--- config.mk ---
export PLATFORM = sky130hd
export DESIGN_NAME = timer_output_mode_and_input_filter
export DESIGN_NICKNAME = d
export VERILOG_FILES = /design/src/core/input_filter.v /design/src/core/output_channel.v /design/src/core/timer_output_mode_and_input_filter.v
export VERILOG_INCLUDE_DIRS = /design/src /design/src/shared
export SDC_FILE = /design/constraint.sdc
export NUM_CORES = 1
export LEC_CHECK = 0
export ABC_AREA = 1
export BUFFER_PORTS_ARGS = -buffer_cell sky130_fd_sc_hd__buf_4
export CAP_MARGIN = 20
export CORE_MARGIN = 3
export CORE_UTILIZATION = 50
export CTS_CLUSTER_SIZE = 8
export DETAILED_ROUTE_END_ITERATION = 8
export PLACE_DENSITY_LB_ADDON = 0.08
export SLEW_MARGIN = 20
export SYNTH_ARGS = -nofsm -noshare
export SYNTH_HDL_FRONTEND = slang
export SYNTH_SLANG_ARGS = --single-unit
export TNS_END_PERCENT = 20
--- constraint.sdc ---
create_clock -name clk -period 2.3 [get_ports clk]
set_clock_uncertainty 0.15 [all_clocks]
set_input_delay 0.46 -clock clk [delete_from_list [all_inputs] [get_ports clk]]
set_output_delay 0.46 -clock clk [all_outputs]
set_load 0.01 [all_outputs]
--- src/shared/timer_output_regs.vh ---
// Register offsets, field positions and reset values of the timer output and input block
// Notes on behaviour
// - Polarity bit one gives active-low output
// - Polarity change takes effect at next output change
// - Mode zero toggles output on own request
// - Mode one: master sets, own request clears
// - Mode acts at set/reset, only while enabled
// - Mode register takes wide or low-byte writes
// - Mode register resets to zero
// - Select bit picks interrupt pin or serial receive
// - Filter on: synchronise, accept two-cycle stable level
// - Filter off: synchronise only
// - One filter enable bit per channel
// - Select and filter registers reset to zero
// - Output enabled: software output writes ignored
`ifndef TIMER_OUTPUT_REGS_VH
`define TIMER_OUTPUT_REGS_VH

// Register addresses
`define ADDR_FILTER_EN 20'hf0071
`define ADDR_INPUT_SWITCH 20'hf0073
`define ADDR_OUT_LEVEL 20'hf01b8
`define ADDR_OUT_ENABLE 20'hf01ba
`define ADDR_OUT_POLARITY 20'hf01bc
`define ADDR_OUT_MODE 20'hf01be
`define ADDR_IRQ_STATUS 20'hf0080
`define ADDR_IRQ_CLEAR 20'hf0082
`define ADDR_IRQ_ENABLE 20'hf0084
`define ADDR_INPUT_STATE 20'hf0086

// Field positions in the input switch register
`define SEL_INT_BIT 0
`define SEL_PIN_BIT 1

// Writable channel bits of the polarity and mode registers
`define CHAN_BIT_MASK 8'hfe

// Reset values
`define RST_FILTER_EN 8'h00
`define RST_INPUT_SWITCH 8'h00
`define RST_OUT_MODE 8'h00
`define RST_OUT_POLARITY 8'h00
`define RST_OUT_ENABLE 8'h00
`define RST_OUT_LEVEL 8'h00
`define RST_IRQ 8'h00

`endif

--- src/core/input_filter.v ---
// Per-channel timer input synchroniser with optional stability filter
module input_filter (
    // Clock and reset
    input wire clk,
    input wire rst_n,
    // Pin and control
    input wire pinIn,
    input wire filterOn,
    // Conditioned level and change pulse
    output reg levelOut,
    output reg changed
);

    reg sync1;
    reg sync2;
    reg sample;
    wire levelNext;

    // Two-flop synchroniser; only sync2 reads sync1
    always @(posedge clk) begin
        if (!rst_n) begin
            sync1 <= 1'b0;
            sync2 <= 1'b0;
            sample <= 1'b0;
        end else begin
            sync1 <= pinIn;
            sync2 <= sync1;
            sample <= sync2;
        end
    end

    // Filter accepts a level only when two consecutive samples agree
    assign levelNext = filterOn ? ((sync2 == sample) ? sync2 : levelOut) : sync2;

    // Registered result and one-cycle change pulse
    always @(posedge clk) begin
        if (!rst_n) begin
            levelOut <= 1'b0;
            changed <= 1'b0;
        end else begin
            levelOut <= levelNext;
            changed <= levelNext != levelOut;
        end
    end

endmodule

--- src/core/output_channel.v ---
// Per-channel timer output generator: toggle or set/reset with polarity
module output_channel (
    // Clock and reset
    input wire clk,
    input wire rst_n,
    // Settings
    input wire modeBit,
    input wire polBit,
    input wire enableBit,
    // Timer events
    input wire ownIrq,
    input wire masterIrq,
    // Software write of the output level
    input wire swWrite,
    input wire swLevel,
    // Pin level
    output reg level
);

    // Polarity in force for the level now on the pin
    reg polApplied;
    wire rawLevel;
    wire timerEvent;
    reg rawNext;

    assign rawLevel = level ^ polApplied;
    // Events only count while timer output is enabled
    assign timerEvent = enableBit & (modeBit ? (ownIrq | masterIrq) : ownIrq);

    // Active-level result of the event; reset beats set on a tie
    always @* begin
        rawNext = rawLevel;
        if (!modeBit) begin
            rawNext = ~rawLevel;
        end else if (ownIrq) begin
            rawNext = 1'b0;
        end else begin
            rawNext = 1'b1;
        end
    end

    // New polarity is picked up only when the output changes
    always @(posedge clk) begin
        if (!rst_n) begin
            level <= 1'b0;
            polApplied <= 1'b0;
        end else if (timerEvent) begin
            level <= rawNext ^ polBit;
            polApplied <= polBit;
        end else if (swWrite && !enableBit) begin
            level <= swLevel;
            polApplied <= polBit;
        end
    end

endmodule

--- src/core/timer_output_mode_and_input_filter.v ---
// Timer array output mode, polarity, input filtering and interrupt input switch
//
// Our own choice: strobed register access.
`include "timer_output_regs.vh"

module timer_output_mode_and_input_filter #(
    parameter CHANNELS = 8
) (
    // Clock and reset
    input wire clk,
    input wire rst_n,
    // Register port
    input wire [19:0] addr,
    input wire [15:0] wrData,
    input wire wrWide,
    input wire wrStrobe,
    input wire rdStrobe,
    output reg [15:0] rdData,
    // Timer interrupt requests from the counters
    input wire [CHANNELS-1:0] channelIrq,
    // Input pins
    input wire [CHANNELS-1:0] timerInPin,
    input wire serialRxPin,
    input wire extIntPin,
    // Output pins and conditioned signals
    output wire [CHANNELS-1:0] timerOut,
    output wire [CHANNELS-1:0] filteredIn,
    output reg extIntZero,
    output reg irq
);

    // Software-visible registers
    reg [7:0] filterEn_reg;
    reg [7:0] inputSwitch_reg;
    reg [7:0] outMode_reg;
    reg [7:0] outPolarity_reg;
    reg [7:0] outEnable_reg;
    reg [7:0] irqStatus_reg;
    reg [7:0] irqEnable_reg;

    // Register next values
    reg [7:0] filterEn_next;
    reg [7:0] inputSwitch_next;
    reg [7:0] outMode_next;
    reg [7:0] outPolarity_next;
    reg [7:0] outEnable_next;
    reg [7:0] irqStatus_next;
    reg [7:0] irqEnable_next;
    reg [15:0] rdData_next;

    // Decoded strobes
    wire wrFilter;
    wire wrSwitch;
    wire wrMode;
    wire wrPolarity;
    wire wrEnable;
    wire wrLevel;
    wire wrClear;
    wire wrIrqEnable;
    wire [7:0] wrByte;

    // Per-channel signals
    wire [CHANNELS-1:0] masterIrq;
    wire [CHANNELS-1:0] inputChanged;
    wire [CHANNELS-1:0] pinSource;
    wire [CHANNELS-1:0] outLevel;

    // Interrupt input path synchronisers
    reg extSync1;
    reg extSync2;
    reg rxSync1;
    reg rxSync2;

    // Write address decode; every write uses the low data byte since upper bits are zero
    assign wrByte = wrData[7:0];
    assign wrFilter = wrStrobe && (addr == `ADDR_FILTER_EN);
    assign wrSwitch = wrStrobe && (addr == `ADDR_INPUT_SWITCH);
    assign wrMode = wrStrobe && (addr == `ADDR_OUT_MODE);
    assign wrPolarity = wrStrobe && (addr == `ADDR_OUT_POLARITY);
    assign wrEnable = wrStrobe && (addr == `ADDR_OUT_ENABLE);
    assign wrLevel = wrStrobe && (addr == `ADDR_OUT_LEVEL);
    assign wrClear = wrStrobe && (addr == `ADDR_IRQ_CLEAR);
    assign wrIrqEnable = wrStrobe && (addr == `ADDR_IRQ_ENABLE);

    // Control register next values
    always @* begin
        filterEn_next = filterEn_reg;
        inputSwitch_next = inputSwitch_reg;
        outMode_next = outMode_reg;
        outPolarity_next = outPolarity_reg;
        outEnable_next = outEnable_reg;
        irqEnable_next = irqEnable_reg;
        if (wrFilter) begin
            filterEn_next = wrByte;
        end
        if (wrSwitch) begin
            // Only the two select bits are stored; other bits read zero
            inputSwitch_next = 8'h00;
            inputSwitch_next[`SEL_INT_BIT] = wrByte[`SEL_INT_BIT];
            inputSwitch_next[`SEL_PIN_BIT] = wrByte[`SEL_PIN_BIT];
        end
        if (wrMode) begin
            // Wide and low-byte writes land the same; bit zero stays clear
            outMode_next = wrByte & `CHAN_BIT_MASK;
        end
        if (wrPolarity) begin
            outPolarity_next = wrByte & `CHAN_BIT_MASK;
        end
        if (wrEnable) begin
            outEnable_next = wrByte;
        end
        if (wrIrqEnable) begin
            irqEnable_next = wrByte;
        end
    end

    // Sticky status: a change in the same cycle as a clear survives
    always @* begin
        irqStatus_next = irqStatus_reg;
        if (wrClear) begin
            irqStatus_next = irqStatus_reg & ~wrByte;
        end
        irqStatus_next = irqStatus_next | inputChanged[7:0];
    end

    // Control registers
    always @(posedge clk) begin
        if (!rst_n) begin
            filterEn_reg <= `RST_FILTER_EN;
            inputSwitch_reg <= `RST_INPUT_SWITCH;
            outMode_reg <= `RST_OUT_MODE;
            outPolarity_reg <= `RST_OUT_POLARITY;
            outEnable_reg <= `RST_OUT_ENABLE;
            irqStatus_reg <= `RST_IRQ;
            irqEnable_reg <= `RST_IRQ;
        end else begin
            filterEn_reg <= filterEn_next;
            inputSwitch_reg <= inputSwitch_next;
            outMode_reg <= outMode_next;
            outPolarity_reg <= outPolarity_next;
            outEnable_reg <= outEnable_next;
            irqStatus_reg <= irqStatus_next;
            irqEnable_reg <= irqEnable_next;
        end
    end

    // Level interrupt, registered so the pin never glitches
    always @(posedge clk) begin
        if (!rst_n) begin
            irq <= 1'b0;
        end else begin
            irq <= |(irqStatus_next & irqEnable_next);
        end
    end

    // Read mux; unmapped addresses and the clear register read zero
    always @* begin
        rdData_next = 16'h0000;
        case (addr)
            `ADDR_FILTER_EN: begin
                rdData_next = {8'h00, filterEn_reg};
            end
            `ADDR_INPUT_SWITCH: begin
                rdData_next = {8'h00, inputSwitch_reg};
            end
            `ADDR_OUT_MODE: begin
                rdData_next = {8'h00, outMode_reg};
            end
            `ADDR_OUT_POLARITY: begin
                rdData_next = {8'h00, outPolarity_reg};
            end
            `ADDR_OUT_ENABLE: begin
                rdData_next = {8'h00, outEnable_reg};
            end
            `ADDR_OUT_LEVEL: begin
                rdData_next = {8'h00, outLevel[7:0]};
            end
            `ADDR_IRQ_STATUS: begin
                rdData_next = {8'h00, irqStatus_reg};
            end
            `ADDR_IRQ_ENABLE: begin
                rdData_next = {8'h00, irqEnable_reg};
            end
            `ADDR_INPUT_STATE: begin
                rdData_next = {8'h00, filteredIn[7:0]};
            end
            default: begin
                rdData_next = 16'h0000;
            end
        endcase
    end

    // Read data stands only in the cycle after the strobe
    always @(posedge clk) begin
        if (!rst_n) begin
            rdData <= 16'h0000;
        end else if (rdStrobe) begin
            rdData <= rdData_next;
        end else begin
            rdData <= 16'h0000;
        end
    end

    // Channel seven input comes from the timer pin or the serial receive pin
    genvar i;
    generate
        for (i = 0; i < CHANNELS; i = i + 1) begin : gen_source
            if (i == 7) begin : gen_sel
                assign pinSource[i] = inputSwitch_reg[`SEL_PIN_BIT] ? serialRxPin
                                                                   : timerInPin[i];
            end else begin : gen_direct
                assign pinSource[i] = timerInPin[i];
            end
        end
    endgenerate

    // Input conditioning per channel
    generate
        for (i = 0; i < CHANNELS; i = i + 1) begin : gen_filter
            input_filter u_filter (
                .clk(clk),
                .rst_n(rst_n),
                .pinIn(pinSource[i]),
                .filterOn(filterEn_reg[i]),
                .levelOut(filteredIn[i]),
                .changed(inputChanged[i])
            );
        end
    endgenerate

    // A slave follows the nearest lower channel whose mode bit is clear.
    // Software keeps masters at mode zero, so the walk stops at the master.
    generate
        for (i = 0; i < CHANNELS; i = i + 1) begin : gen_master
            if (i == 0) begin : gen_top
                assign masterIrq[i] = 1'b0;
            end else begin : gen_walk
                // Settings and requests go in as arguments so the assign sees every change
                assign masterIrq[i] = nearest(i, outMode_reg, channelIrq);
            end
        end
    endgenerate

    // Nearest master request scanning downward from a channel
    function nearest;
        input integer ch;
        input [CHANNELS-1:0] modes;
        input [CHANNELS-1:0] reqs;
        integer k;
        reg found;
        reg value;
        begin
            found = 1'b0;
            value = 1'b0;
            for (k = CHANNELS - 1; k >= 0; k = k - 1) begin
                if (k < ch && !found && !modes[k]) begin
                    found = 1'b1;
                    value = reqs[k];
                end
            end
            nearest = value;
        end
    endfunction

    // Output generation per channel
    generate
        for (i = 0; i < CHANNELS; i = i + 1) begin : gen_out
            output_channel u_out (
                .clk(clk),
                .rst_n(rst_n),
                .modeBit(outMode_reg[i]),
                .polBit(outPolarity_reg[i]),
                .enableBit(outEnable_reg[i]),
                .ownIrq(channelIrq[i]),
                .masterIrq(masterIrq[i]),
                .swWrite(wrLevel),
                .swLevel(wrByte[i]),
                .level(outLevel[i])
            );
        end
    endgenerate

    assign timerOut = outLevel;

    // Interrupt source pins cross into the clock domain before use
    always @(posedge clk) begin
        if (!rst_n) begin
            extSync1 <= 1'b0;
            extSync2 <= 1'b0;
            rxSync1 <= 1'b0;
            rxSync2 <= 1'b0;
        end else begin
            extSync1 <= extIntPin;
            extSync2 <= extSync1;
            rxSync1 <= serialRxPin;
            rxSync2 <= rxSync1;
        end
    end

    // External interrupt zero source: dedicated pin or receive line for wakeup
    always @(posedge clk) begin
        if (!rst_n) begin
            extIntZero <= 1'b0;
        end else if (inputSwitch_reg[`SEL_INT_BIT]) begin
            extIntZero <= rxSync2;
        end else begin
            extIntZero <= extSync2;
        end
    end

endmodule

# Word level (Yosys, flattened, before mapping)
# Index checks and enable logic that the tools add are counted.
[totals] ff_bits=126 latchBits=0 ram_bits=0 rom_bits=0 in_bits=59 out_inout_bits=34 elab_cells=322 mem_count=0
[classes] n_addsub=0 multipliers=0 div_mod_pow=0 magnitude_cmp=0 eq_ne=26 n_shift=0 n_mux=120 n_bitwise=42 n_reduce_logical=64
[ops] cell="== test 20 bit, second input constant" n=10
[ops] cell="two-way mux 1 bit" n=117
[ops] cell="one-hot mux 8 bit (9 select lines)" n=1
[ops] cell="logical AND 1 bit" n=31
[ops] cell="zero test 1 bit" n=23
[ops] cell="bitwise AND 8 bit" n=2
[ops] cell="two-way mux 8 bit" n=2
[ops] cell="nonzero test 2 bit" n=8
[ops] cell="XOR 1 bit" n=15
[ops] cell="bitwise AND 1 bit" n=8
[ops] cell="== test 1 bit" n=8
[ops] cell="!= test 1 bit" n=8
[ops] cell="NOT 1 bit" n=8
[ops] cell="NOT 8 bit" n=1
[ops] cell="OR 8 bit" n=1
[ops] cell="OR reduction 8 bit" n=1
[ops] cell="OR 1 bit" n=7
[ops] cell="AND reduction 2 bit" n=1

# Longest topological paths before layout
# Gate-level depths: netlist of the first run.
[logic_depth] ltp_word=20 mapped_depth=13 mapped_depth_nobuf=13

# Hierarchy
# A second synthesis of the first run with hierarchy kept.
[unflattened] hier_cells=891 area_unflattened_um2=6077.1
[by_module_without_submodules] module="timer_output_mode_and_input_filter" n_inst=1 cells_per_inst=459 area_per_inst_um2=3184.3 seq_area_each_um2=1241.2
[by_module_without_submodules] module="output_channel" n_inst=8 cells_per_inst=30 area_per_inst_um2=181.4 seq_area_each_um2=40.0
[by_module_without_submodules] module="input_filter" n_inst=8 cells_per_inst=24 area_per_inst_um2=180.2 seq_area_each_um2=100.1

# Least setup slack after synthesis of the first run
# OpenSTA, ideal clock, no wires.
[synth_path] path_type="input port to flip-flop" startpoint="input port addr[15]" endpoint="register gen_out[3].u_out.polApplied" setup_time_ns=0.116 t_arrival_ns=1.625 t_required_ns=2.034 slack_ns=0.410 cell_stages=10 n_path_buf=0 path_cell_list="nor2_1 nand2_2 nor3_4 nand3_2 clkinv_4 nand2_4 o21ai_2 inv_1 nor2_1 nor2_1"
[synth_via] elab_chain_len=4
[synth_lines] item="from (decl)" line="timer_output_mode_and_input_filter.v:13" rtl="input wire [19:0] addr,"
[synth_lines] item="== test 20 bit"
[synth_lines] item="logical AND 1 bit" line="timer_output_mode_and_input_filter.v:81" rtl="assign wrLevel = wrStrobe && (addr == `ADDR_OUT_LEVEL);"
[synth_lines] item="logical AND 1 bit" line="output_channel.v:50" rtl="end else if (swWrite && !enableBit) begin"
[synth_lines] item="nonzero test 2 bit (no source line)"
[synth_lines] item="to (signal assigned)" line="output_channel.v:49" rtl="polApplied <= polBit;"
[synth_lines] item="to (signal assigned)" line="output_channel.v:52" rtl="polApplied <= polBit;"
[synth_lines] item="to (decl)" line="output_channel.v:21" rtl="reg polApplied;"
# Every way passes these cells.
# A chain may end at the register's enable or synchronous reset.

# Worst setup path in the final report of the first run
[layout_path] startpoint="register outMode_reg[1]" endpoint="register gen_out[3].u_out.polApplied"
[layout_via] elab_chain_len=8 word_cells_on_any_way=10 classes_between="mux (5); bitwise (2); reduce/logical (3)"
[layout_lines] item="from (decl)" line="timer_output_mode_and_input_filter.v:35" rtl="reg [7:0] outMode_reg;"
[layout_lines] item="from (signal assigned)" line="timer_output_mode_and_input_filter.v:131" rtl="outMode_reg <= `RST_OUT_MODE;"
[layout_lines] item="from (signal assigned)" line="timer_output_mode_and_input_filter.v:139" rtl="outMode_reg <= outMode_next;"
[layout_lines] item="zero test 1 bit (*)"
[layout_lines] item="logical AND 1 bit (*)" line="timer_output_mode_and_input_filter.v:256" rtl="if (k < ch && !found && !modes[k]) begin"
[layout_lines] item="two-way mux 1 bit" line="timer_output_mode_and_input_filter.v:256"
[layout_lines] item="two-way mux 1 bit (*)" line="timer_output_mode_and_input_filter.v:256"
[layout_lines] item="OR 1 bit (*)" line="output_channel.v:28" rtl="assign timerEvent = enableBit & (modeBit ? (ownIrq | masterIrq) : ownIrq);"
[layout_lines] item="two-way mux 1 bit (*)" line="output_channel.v:28"
[layout_lines] item="bitwise AND 1 bit (*)" line="output_channel.v:28"
[layout_lines] item="two-way mux 1 bit or nonzero test 2 bit (tied branches)"
# Every way passes the cells marked *; elsewhere a longest branch is shown, timed or not.

==> results of run 1 <==
## area by class of cell
type	instances	area, µm²
clock buffers	23	468
clock inverters	8	149
fillers	1011	3930
inverters	128	485
multi-input cells	540	2590
flip-flops and latches	117	2340
well taps	140	175
repair buffers	103	836
## Yosys cell counts (all sizes together)
| master | n |
|---|---|
| a21oi | 76 |
| a31oi | 8 |
| and3 | 1 |
| buf | 33 |
| clkbuf | 12 |
| clkinv | 1 |
| conb | 1 |
| dfxtp | 117 |
| inv | 127 |
| nand2 | 189 |
| nand3 | 52 |
| nand4 | 15 |
| nor2 | 80 |
| nor3 | 12 |
| nor4 | 1 |
| o2111ai | 1 |
| o211ai | 1 |
| o21ai | 78 |
| o22ai | 3 |
| o31ai | 1 |
| xnor2 | 3 |
| xor2 | 11 |
## metal layers
layer,part of all wire [%],GRT usage (%),vias up,wire [µm]
met5,0,0,-,0
met4,2.0,8.65,0,306
met3,7.0,6.68,25,1100
met2,48,41.8,188,7460
met1,43,32.4,2509,6820
li1,-,-,2771,-
## worst min path at each step
stage                                 start                      endpoint  depth (start not counted)
5_1_grt                       timerInPin[2]  gen_filter[2].u_filter.sync1                          3
2_1_floorplan                      extSync1                      extSync2                          2
3_5_place_dp   gen_filter[7].u_filter.sync1  gen_filter[7].u_filter.sync2                          2
3_3_place_gp   gen_filter[2].u_filter.sync1  gen_filter[2].u_filter.sync2                          2
4_1_cts                       timerInPin[2]  gen_filter[2].u_filter.sync1                          3
6_report                      timerInPin[6]  gen_filter[6].u_filter.sync1                          3
## cells by family after synthesis
| kind of cell | share of synthesized area, % |
|---|---|
| other cells | 0.0657 |
| flops | 41.0 |
| compound gates | 15.3 |
| simple gates | 27.5 |
| xor+xnor | 2.15 |
| buf+inv | 14.0 |
## through the flow
step	instance area (µm²)	hold slack, ns	worst slack, ns
4_1_cts	7050	0.0617	0.325
3_3_place_gp	6430	0.243	0.0574
5_1_grt	7050	0.0584	0.0927
3_5_place_dp	6430	0.249	0.0387
2_1_floorplan	5730	0.240	0.410
6_report	7050	0.0741	0.335
## report_power, final
group	total (mW)	switching (mW)	internal, mW
sequential	2.08	0.0178	2.07
clock	2.77	0.907	1.86
combinational	0.268	0.159	0.109
## worst max-delay path, delay by kind of cell (launching register included)
family / cells / cell delay (ns)
AO/OA/AOI/OAI: 4 / 1.04
flip-flops: 1 / 0.42
AND/OR/NAND/NOR: 2 / 0.19
buffers and inverters: 1 / 0.06
==> results.md, run 1 <==
Critical path:
- The largest fanout on the critical path is 6.
- The launching element of the worst setup path is outMode_reg[1].
- Among all stages on the critical path, the largest delay is contributed by sky130_fd_sc_hd__dfxtp_1.
- The critical path ends at gen_out[3].u_out.polApplied.
- For flop-to-flop paths, the worst setup slack is 0.33 ns.
- By startpoint and endpoint, the worst setup path is classified as flop to flop.
- STA classifies the critical path startpoint as a flop.
- The worst register-to-register path begins at outMode_reg[1].
- In this run the critical register-to-register path is captured at gen_out[3].u_out.polApplied.
- Measured in cells, the most critical reg-to-reg path has a length of 7.
- STA classifies the critical path endpoint as a flop.
- The data arrival time of the critical path is 2.12 ns.
- STA puts the critical path data required time at 2.45 ns.
- Walking the worst path, the cells encountered are inv_1 -> o21ai_0 -> nor2_1 -> o31ai_1 -> o21ai_2 -> o21ai_0 -> nor2_1.
- The stage delay of the slowest cell on the critical path is 0.42 ns.

Route:
- The first TritonRoute pass finished after 5 iterations.
- Across all layers, the routed design uses 5493 vias.
- The number of remaining DRC errors is 0.
- Wires add up to 15.7 mm.
- The routed via count divided by cell count is 5.19.
- The count of nets left with antenna violations once routing finished came out at 0.
- The average wire per standard cell is 14.8 µm.
- The count of routing violations after the opening detailed-route iteration is 507.

Global route:
- The initial antenna violation count was 0.
- Global routing used 25.4% of the available tracks.
- Entering global routing, the biggest net connects 58 pins.
- The number of global-route vias before repair is 5161.
- The remaining global-route overflow is 0.
- The wire length of the first global-routing pass is 25.3 mm.

Final layout:
- The library cells used most frequently in the layout, excluding fill and tap cells, are sky130_fd_sc_hd__nand2_1, sky130_fd_sc_hd__inv_1, sky130_fd_sc_hd__dfxtp_1, sky130_fd_sc_hd__buf_4, sky130_fd_sc_hd__a21oi_1.
- The number of nets in the layout is 966.
- From synthesis to final layout, the design area changed by 23.5%.
- Once layout is complete, the cells apart from fillers number 1059.
- The utilization after layout is 64.2%.
- The fraction of layout cells with a size suffix above 1 is 17.2%.
- The number of inserted diodes is 0.
- The most common library cell in the layout ignoring fill and taps is sky130_fd_sc_hd__nand2_1.

STA:
- The hold violation total from the final report is 0.
- Setup repair after global routing left no endpoint under its margin.
- Setup total negative slack on the finished layout was measured at 0 ns.
- The clock period minus worst slack is 1.97 ns.
- Derived from the worst setup path, the maximum achievable clock frequency is 509 MHz.
- The final-report max-slew violation count was 0.
- In the finished design, the share of the clock period the worst path needs comes to 85.4%.
- The final-report setup violation count is 0.

Placement:
- The placed cell count is 1028.
- In this run the tool buffered the top-level ports with 75 buffer cells.
- The HPWL after detailed placement is 11.7 mm.
- The placer's final routability congestion estimate is 0.933.

Floorplan:
- The vertical die dimension is 113 µm.
- The initial core utilization is 52.0%.
- The floorplan step defined a core boundary enclosing 11000 µm².
- The horizontal extent of the die is 113 µm.
- The initialized floorplan defines 38 standard-cell rows.
- The overall die area is 12700 µm².
- For this design the top-level I/O count stands at 93.

Clock network:
- The number of clock buffers added by TritonCTS is 17.
- The buffer cell driving the clock tree root is sky130_fd_sc_hd__clkbuf_16.
- The longest clock path from root to sink contains 2 buffers.
- The number of buffers added to fix hold violations after cts is 0.
- The H-tree was split into 4 levels.
- Once the clock tree was built, the setup fixing pass inserted 0 buffers.
- The TritonCTS sink count is 117.
- The clock network latency to the later pin of the worst-skew pair is 0.41 ns.
- The clock-pin slew of the registers on the worst-case setup and hold paths is 0.05 ns.
- The clock tree from TritonCTS is built.
- The number of gates resized after cts is 0.

Synthesis:
- The gate count after technology mapping is 823.
- Synthesis instantiated 34 different standard cells from the library.
- The yosys synthesis warning count is 0.
- The fraction of the yosys area taken by sequential cells is 41.0%.
- The post-synthesis cell area is 5710 µm².
- Summed over its instances, the top area cell type makes up 41.0% of the synthesized netlist area.
- The average cell area after synthesis is 6.93 µm².
- Sorting the synthesized cells by area gives the leading types as sky130_fd_sc_hd__dfxtp_1, sky130_fd_sc_hd__nand2_1, sky130_fd_sc_hd__inv_1.
- The synthesized design spends more area on one cell type than any other, namely sky130_fd_sc_hd__dfxtp_1.
- Synthesis inferred 117 register bits.

Flow run:
- The number of max-cap violations is 0.

Power:
- Power spread over the standard cell area amounts to 726 nW/µm².
- VDD sags by at most 0.590 mV.
- In this run the static leakage power is 3.45 nW.
- The post-route total power is 5.12 mW.

Min path:
- In this run the worst hold path is classified as input pin to flop.

Run status:
- The run finished with clean final reports.
No activity file was read; power rests on OpenSTA's default activity.
==> run 2: changes to the inputs <==
- SETUP_SLACK_MARGIN: not set -> 0.4
- SYNTH_HIERARCHICAL: not set -> 1
==> run 2 against run 1 <==
Against the previous run: synthesized cell count up 8.3%; worst setup slack gained 0.13 ns; critical path depth rose by 4; largest power group unchanged; clock power shrank 7.2%; utilization increased by 0.32 points; highest routed layer unchanged; critical endpoint is now gen_out[7].u_out/level; non-clock buffer count shrank 9; largest cell class unchanged; register-to-register slack improved by 0.13 ns; hold slack better by 0.0067 ns; sequential share of layout area down 1.7 points; fmax is 7.0% higher; routed wire length fell by 9.6%; die area increased by 6.1%.
==> results.md, run 2 <==
Run status:
- The run finished with clean final reports.

Final layout:
- The count of filler cells inserted in the layout is 1109.
- The library cell used most frequently in the layout, excluding fill and tap cells, is sky130_fd_sc_hd__nand2_1.
- Once layout is complete, the utilization of the core stands at 64.5%.
- The library cells used most frequently in the layout, excluding fill and tap cells, are sky130_fd_sc_hd__nand2_1, sky130_fd_sc_hd__inv_1, sky130_fd_sc_hd__dfxtp_1, sky130_fd_sc_hd__buf_4, sky130_fd_sc_hd__a21oi_1.
- The fraction of layout cells with a size suffix above 1 is 23.3%.
- The number of antenna diodes in the final layout is 0.
- The number of nets in the layout is 1055.
- The area growth from synthesis to layout is 23.8%.

Critical path:
- The worst register-to-register path begins at outMode_reg[1].
- Along the worst path, the maximum fanout reaches 3.
- STA classifies the critical path startpoint as a flop.
- At the worst endpoint, the arrival time is 2.04 ns.
- The kind of capture point of the worst setup path is a flop.
- Data on the critical path is required at its endpoint by 2.50 ns.
- The startpoint-to-endpoint class of the critical path is flop to flop.
- Tracing the worst setup path back leads to its startpoint at outMode_reg[1].

Clock network:
- The buffer depth of the longest clock path is 2.
- The TritonCTS sink count is 118.
- The clock tree from TritonCTS is built.
- The number of H-tree levels is 4.
- The buffer cell driving the clock tree root is sky130_fd_sc_hd__clkbuf_16.
- The number of buffers added to fix hold violations after cts is 0.
- Buffers inserted during clock tree synthesis total 17.
- Clock-pin slew was measured on the worst setup and hold paths at 0.05 ns.
- The clock network latency to the later pin of the worst-skew pair is 0.41 ns.

Global route:
- Global routing used 30.6% of the available met1 tracks.
- The number of global-route vias before repair is 5056.
- The global routing's busiest layer is met2.
- Across every metal layer, demand over resource in global routing totals 22.3%.
- The maximum number of pins on one net before global-route repair is 31.
- The wire length of the first global-routing pass is 23.8 mm.
- Summed over all layers, the global routing overflow is 0.
- The initial antenna violation count came to 0.
- For this run, global-route usage on met3 was measured as 4.61%.
- The met2 global-route usage is 35.0%.

Synthesis:
- The number of synthesized register bits is 118.
- The average cell area after synthesis is 6.82 µm².
- In the synthesized netlist the dominant register cell turns out to be sky130_fd_sc_hd__dfxtp_1.
- Summing the sequential cell areas from Yosys gives 38.9% of the chip area.
- The cell accounting for the most synthesized area is sky130_fd_sc_hd__dfxtp_1.
- Synthesis produced a netlist whose cell count is 891.
- The cell with the most instances after synthesis is sky130_fd_sc_hd__nand2_1.
- The number of enable-type register cells in the synthesized netlist is 0.
- The async set-reset flop share out of synthesis is 0%.
- By count the netlist is led by sky130_fd_sc_hd__nand2_1, sky130_fd_sc_hd__inv_1, sky130_fd_sc_hd__dfxtp_1.
- Summing every instance area after synthesis gives 6080 µm².
- The number of distinct standard cells referenced by the synthesized netlist is 34.
- Yosys attributes the largest share of cell area to sky130_fd_sc_hd__dfxtp_1, sky130_fd_sc_hd__nand2_1, sky130_fd_sc_hd__inv_1.
- The Yosys step of the flow raised 6 warnings.
- The area share of the largest cell type after synthesis is 38.9%.

Power:
- The worst-case IR drop observed on VDD is 0.545 mV.
- The leakage component of the power is 3.56 nW.
- For this design the ratio of total power to cell area is 658 nW/µm².

Route:
- The vias after detailed routing is 5601.
- The number of remaining DRC errors is 0.
- The detailed router finished its first iteration with 318 violations.
- The first TritonRoute pass finished after 5 iterations.
- The remaining number of nets flagged by the antenna check after routing is 0.
- Wires add up to 14.2 mm.
- Using the TritonRoute via totals, the vias-per-cell ratio works out to 4.87.
- The average wire per standard cell is 12.3 µm.

Floorplan:
- The die covers 13500 µm².
- The vertical die dimension is 116 µm.
- The horizontal extent of the die is 116 µm.
- The initial utilization of the core area, before any placement, comes to 52.1%.
- In this run the count of I/O pins placed on the die edge is 93.
- The core area is 11700 µm².
- The number of rows created at floorplan is 39.

STA:
- Setup repair after global routing could not meet its margin everywhere.
- The final-report max-slew violation count came to 0.
- The final-report setup violation count is 0.
- The worst path uses 79.8% of the clock period.
- The smallest clock period supported by the final layout is computed as 1.84 ns.
- The hold violation total from the final report came to 0.
- The accumulated negative setup slack is 0 ns.
- Timing would allow up to 545 MHz.

Min path:
- The worst hold path belongs to the class input pin to flop.
- The beginning of the worst hold path is timerInPin[3].

Placement:
- The placer's final routability congestion estimate is 0.861.
- The sum of net half-perimeters after detailed placement is 10.5 mm.
- The count of buffers inserted at the top-level ports is 75.

Flow run:
- The tool flagged a number of max-cap violations equal to 0.
[run 2: routing by layer]
metal | share of wire (%) | wire [µm] | vias up
met5 | 0 | 0 | -
met4 | 1.5 | 211 | 0
met3 | 4.6 | 650 | 16
met1 | 49 | 6930 | 2463
met2 | 45 | 6390 | 109
li1 | - | - | 3013
[run 2: power breakdown]
part / leakage [nW] / switching [mW] / internal (mW)
registers: 0.960 / 0.0151 / 2.08
logic: 2.31 / 0.164 / 0.112
clock network: 0.288 / 0.885 / 1.69
[run 2: worst max-delay path, cell delays in order, from the launching register on]
cell and delay (ns):
sky130_fd_sc_hd__dfxtp_2 0.33, sky130_fd_sc_hd__o21ai_2 0.18, sky130_fd_sc_hd__a31oi_2 0.13, sky130_fd_sc_hd__a21oi_2 0.21, sky130_fd_sc_hd__nand2_1 0.09, sky130_fd_sc_hd__a31oi_1 0.20
sky130_fd_sc_hd__nand2_1 0.09, sky130_fd_sc_hd__nand2_2 0.07, sky130_fd_sc_hd__nand2_2 0.06, sky130_fd_sc_hd__nand2_2 0.08, sky130_fd_sc_hd__o21ai_1 0.07, sky130_fd_sc_hd__a21oi_2 0.11
[run 2: area by class of cell]
cell class,count,area [µm²],share of cell area (%)
clock buffers,22,484,6.44
clock inverters,9,100,1.33
inverters,154,581,7.72
multi-input cells,611,3090,41.1
flip-flops and latches,118,2370,31.5
well taps,143,179,2.38
repair buffers,94,718,9.55
[run 2: worst paths after layout]
check / to / depth (start not counted) / slack, ns
max: gen_out[7].u_out/level / 11 / 0.46
min: gen_filter[3].u_filter/sync1 / 3 / 0.08
max reg2reg: gen_out[7].u_out/level / 11 / 0.46
min reg2reg: gen_filter[6].u_filter/sync2 / 2 / 0.26
[run 2: what timing repair did]
item,CTS,global route
pin swaps,0,3
resized for setup,2,10
hold endpoints to repair,0,0
setup buffers,0,1
endpoints found under the setup margin,2,10
[run 2: metrics by stage]
stage | hold WS (ns) | setup WS [ns] | area, µm² | std cells | total power [mW]
after global routing | 0.0765 | 0.333 | 7520 | 1151 | 5.13
after global placement | 0.241 | 0.0695 | 6900 | 1119 | 2.41
after CTS | 0.0632 | 0.441 | 7490 | 1150 | 5.00
after detailed placement | 0.251 | 0.0546 | 6900 | 1119 | 2.41
final | 0.0808 | 0.464 | 7520 | 1151 | 4.95
after floorplan | 0.240 | 0.357 | 6160 | 905 | 2.28
[run 2: cell families after synthesis]
group	after synthesis	share of synthesized area [%]
compound gates	147	13.5
simple gates	448	35.3
buf+inv	176	12.0
flops	118	38.9
other cells	1	0.0617
mux	1	0.185
==> run 3: changes to the inputs <==
- ABC_AREA: 1 -> 0
- clock period: 2.3 -> 1.9 ns (I/O delays scaled with it)
==> run 3 against run 2 <==
Against the previous run: critical path type unchanged; largest power group unchanged; design area is 11% higher; the flow now finishes with violations (setup timing); critical path depth is 1 lower; sequential cell count stayed put.
==> results.md, run 3 <==
Synthesis:
- After synthesis, the largest area contributor takes up 43.4% of total cell area.
- The number of synthesized register bits is 118.
- The synthesized netlist contains 61 unique library cells.
- The cell accounting for the most synthesized area is sky130_fd_sc_hd__dfxtp_1.
- The share of the Yosys chip area taken by registers is 43.4%.
- The most common cell in the synthesized netlist is sky130_fd_sc_hd__dfxtp_1.
- In this run the cell area of the synthesized design comes to 5440 µm².
- After synthesis, the cell types taking the most area are sky130_fd_sc_hd__dfxtp_1, sky130_fd_sc_hd__mux2i_1, sky130_fd_sc_hd__a21oi_1.
- Among all flip-flop cells after synthesis, the most frequent one is sky130_fd_sc_hd__dfxtp_1.
- The gate count after technology mapping is 593.
- The number of enable-type register cells in the synthesized netlist is 0.
- A synthesized cell averages 9.18 µm².
- In the synthesized netlist the async set-or-reset flop fraction comes to 0%.
- During synthesis, Yosys emitted a total of 6 warnings.
- Ranked by instance count, the synthesized netlist is headed by sky130_fd_sc_hd__dfxtp_1, sky130_fd_sc_hd__a21oi_1, sky130_fd_sc_hd__nor2_1.

Critical path:
- The largest fanout on the critical path is 3.
- The number of cells on the worst reg-to-reg path is 10.
- In this run the worst setup path begins at outMode_reg[1].
- The termination of the worst setup path is gen_out[7].u_out/level.
- The startpoint-to-endpoint class of the critical path is flop to flop.
- The startpoint identified for the worst register-to-register timing path is outMode_reg[1].
- The kind of capture point of the worst setup path is a flop.
- For the worst setup path, the data required time is 2.22 ns.
- The launching element type of the critical path is a flop.
- The worst reg2reg path endpoint is gen_out[7].u_out/level.
- The data arrival time of the critical path is 3.09 ns.
- The register-to-register path setup slack is -0.88 ns.

Final layout:
- 0 antenna diodes ended up in the layout.
- Leaving out fill and tap cells, the most frequent cells in the layout are sky130_fd_sc_hd__buf_4, sky130_fd_sc_hd__dfxtp_1, sky130_fd_sc_hd__a21oi_1, sky130_fd_sc_hd__buf_6, sky130_fd_sc_hd__inv_1.
- The most common library cell in the layout ignoring fill and taps is sky130_fd_sc_hd__buf_4.
- The fraction of layout cells with a size suffix above 1 is 40.6%.
- The utilization after layout is 79.9%.
- The area growth from synthesis to layout is 53.7%.
- The final cell area excluding filler cells is 8360 µm².
- The number of nets in the layout is 848.

STA:
- The achievable clock frequency is 360 MHz.
- The worst-case setup margin in the final layout is -0.875 ns.
- The final-report max-slew violation count is 0.
- The hold violation total from the final report is 0.
- Of the available clock period, the critical path in the final layout requires 146%.
- The final-report setup violation count is 15.
- Hold timing on the final database bottoms out at a slack of 0.0414 ns.
- The routed design could run at a clock period as short as 2.78 ns.
- Setup repair after global routing could not meet its margin everywhere.

Power:
- The leakage component of the power is 3.18 nW.
- The post-route total power is 6.04 mW.
- VDD sags by at most 0.576 mV.
- The power per cell area is 722 nW/µm².

Route:
- The final routed wirelength across all metal layers is 17.4 mm.
- The number of remaining DRC errors is 0.
- In the final routed layout, each cell accounts on average for 18.6 µm.
- The routed via count divided by cell count is 5.83.
- The count of routing violations after the opening detailed-route iteration is 527.
- The first-pass iteration count of the detailed router is 6.
- The final route contains 5461 vias.
- Once detail routing completed, the nets flagged for antenna violations numbered 0.

Global route:
- The first global-routing pass estimated 26.4 mm of wire.
- For this run, the total global-route usage over all layers was measured as 28.4%.
- Entering global routing, the biggest net connects 49 pins.
- Global routing finished with a remaining overflow of 0.
- The number of global-route vias before repair was 5239.
- The initial antenna violation count was 0.

Placement:
- The congestion estimate from routability-driven global placement came to 0.900.
- The sum of net half-perimeters after detailed placement is 10.9 mm.
- Summing all placed instances gives a cell area of 6880 µm².
- In this run the tool buffered the top-level ports with 75 buffer cells.

Clock network:
- The number of H-tree levels is 4.
- The total CTS buffers is 17.
- Counting every sink on the clock net gives 118.
- At the later pin of the worst-skew pair, clock insertion delay measures 0.54 ns.
- The clock-pin slew of the registers on the worst-case setup and hold paths is 0.06 ns.
- TritonCTS built the clock tree.
- The longest clock path from root to sink contains 2 buffers.
- CTS placed an instance of sky130_fd_sc_hd__clkbuf_8 at the clock tree root.

Flow run:
- Max-cap violations in this run came to 0.

Floorplan:
- Measured along the y axis, the die boundary spans 110 µm.
- After floorplanning, the core was sized to cover 10500 µm².
- The overall die area is 12200 µm².
- The initial core utilization is 52.0%.
- The I/O pin count is 93.
- Measured along the x axis, the die boundary spans 110 µm.
- The number of rows created at floorplan is 37.

Min path:
- The kind of path behind the tightest hold check is input pin to flop.
- The worst hold path begins at timerInPin[7].

Run status:
- The flow ran to the end, but the final reports show violations.
- The checks that failed: setup timing.
[run 3: cell types whose count changed after synthesis, sizes merged, moves of 20 or more]
cell	previous run	this run
o21ai	60	35
and2	0	31
nor2	59	39
inv	153	36
nand2	282	33
nand3	76	21
nand4	27	4
mux2i	0	32
[run 3: metal layers]
metal | track usage [%] | wire [µm]
met4 | 12.8 | 590
met2 | 47.6 | 8410
met1 | 34.2 | 7030
met5 | 0 | 0
met3 | 7.28 | 1400
[run 3: stage by stage]
| stage | setup slack [ns] | TNS [ns] | cells |
|---|---|---|---|
| 2_1_floorplan | -0.800 | -18.47 | 610 |
| 3_3_place_gp | -1.02 | -33.01 | 882 |
| 3_5_place_dp | -1.05 | -37.48 | 882 |
| 4_1_cts | -0.890 | -4.59 | 932 |
| 5_1_grt | -0.953 | -6.74 | 937 |
| 6_report | -0.875 | -4.94 | 937 |
[run 3: critical path, stage by stage, from the launching register on]
cell,delay (ns)
sky130_fd_sc_hd__dfxtp_4,0.35
sky130_fd_sc_hd__mux2_4,0.31
sky130_fd_sc_hd__mux2_4,0.27
sky130_fd_sc_hd__mux2_4,0.28
sky130_fd_sc_hd__mux2_4,0.27
sky130_fd_sc_hd__mux2_4,0.27
sky130_fd_sc_hd__mux2_4,0.28
sky130_fd_sc_hd__and4b_1,0.18
sky130_fd_sc_hd__o21ai_2,0.14
sky130_fd_sc_hd__o221ai_2,0.10
sky130_fd_sc_hd__a21oi_1,0.11
[run 3: power by group]
part	total, mW	internal, mW	switching (mW)
clock network	3.02	1.92	1.11
logic	0.467	0.238	0.229
registers	2.55	2.52	0.0368
[run 3: final cells by class]
class / count / area, µm²
Clock buffer: 22 / 453
Inverter: 36 / 135
Tap cell: 136 / 170
Multi-Input combinational cell: 435 / 3470
Clock inverter: 9 / 101
Timing Repair Buffer: 181 / 1630
Fill cell: 668 / 2100
Sequential cell: 118 / 2400
[run 3: worst min path at each step]
stage                              endpoint  slack, ns  depth (start not counted)
2_1_floorplan                      extSync2       0.26                          1
3_3_place_gp   gen_filter[4].u_filter/sync2       0.26                          1
3_5_place_dp   gen_filter[5].u_filter/sync2       0.27                          1
4_1_cts                    outEnable_reg[7]     0.0002                          3
5_1_grt                    outEnable_reg[0]       0.03                          3
6_report       gen_filter[7].u_filter/sync1       0.04                          3
[run 3: cells by family (layout without fill, tap and decap cells)]
kind of cell / Yosys count / in the layout / share of synthesized area [%]
DFF: 118 / 118 / 43.4
and+or+nand+nor: 183 / 183 / 20.1
other: 1 / 18 / 0.0689
buffers and inverters: 57 / 248 / 4.69
xor gates and xnor gates: 8 / 8 / 1.29
muxes: 40 / 40 / 7.75
AOI/OAI and AO/OA: 186 / 186 / 22.7
[run 3: repair_timing]
action / in CTS / in global routing
setup buffers: 9 / 5
setup endpoints to repair: 88 / 95
hold buffers: 10 / 0
pin swaps: 32 / 39
resized for setup: 104 / 68
endpoints found under the hold margin: 12 / 0
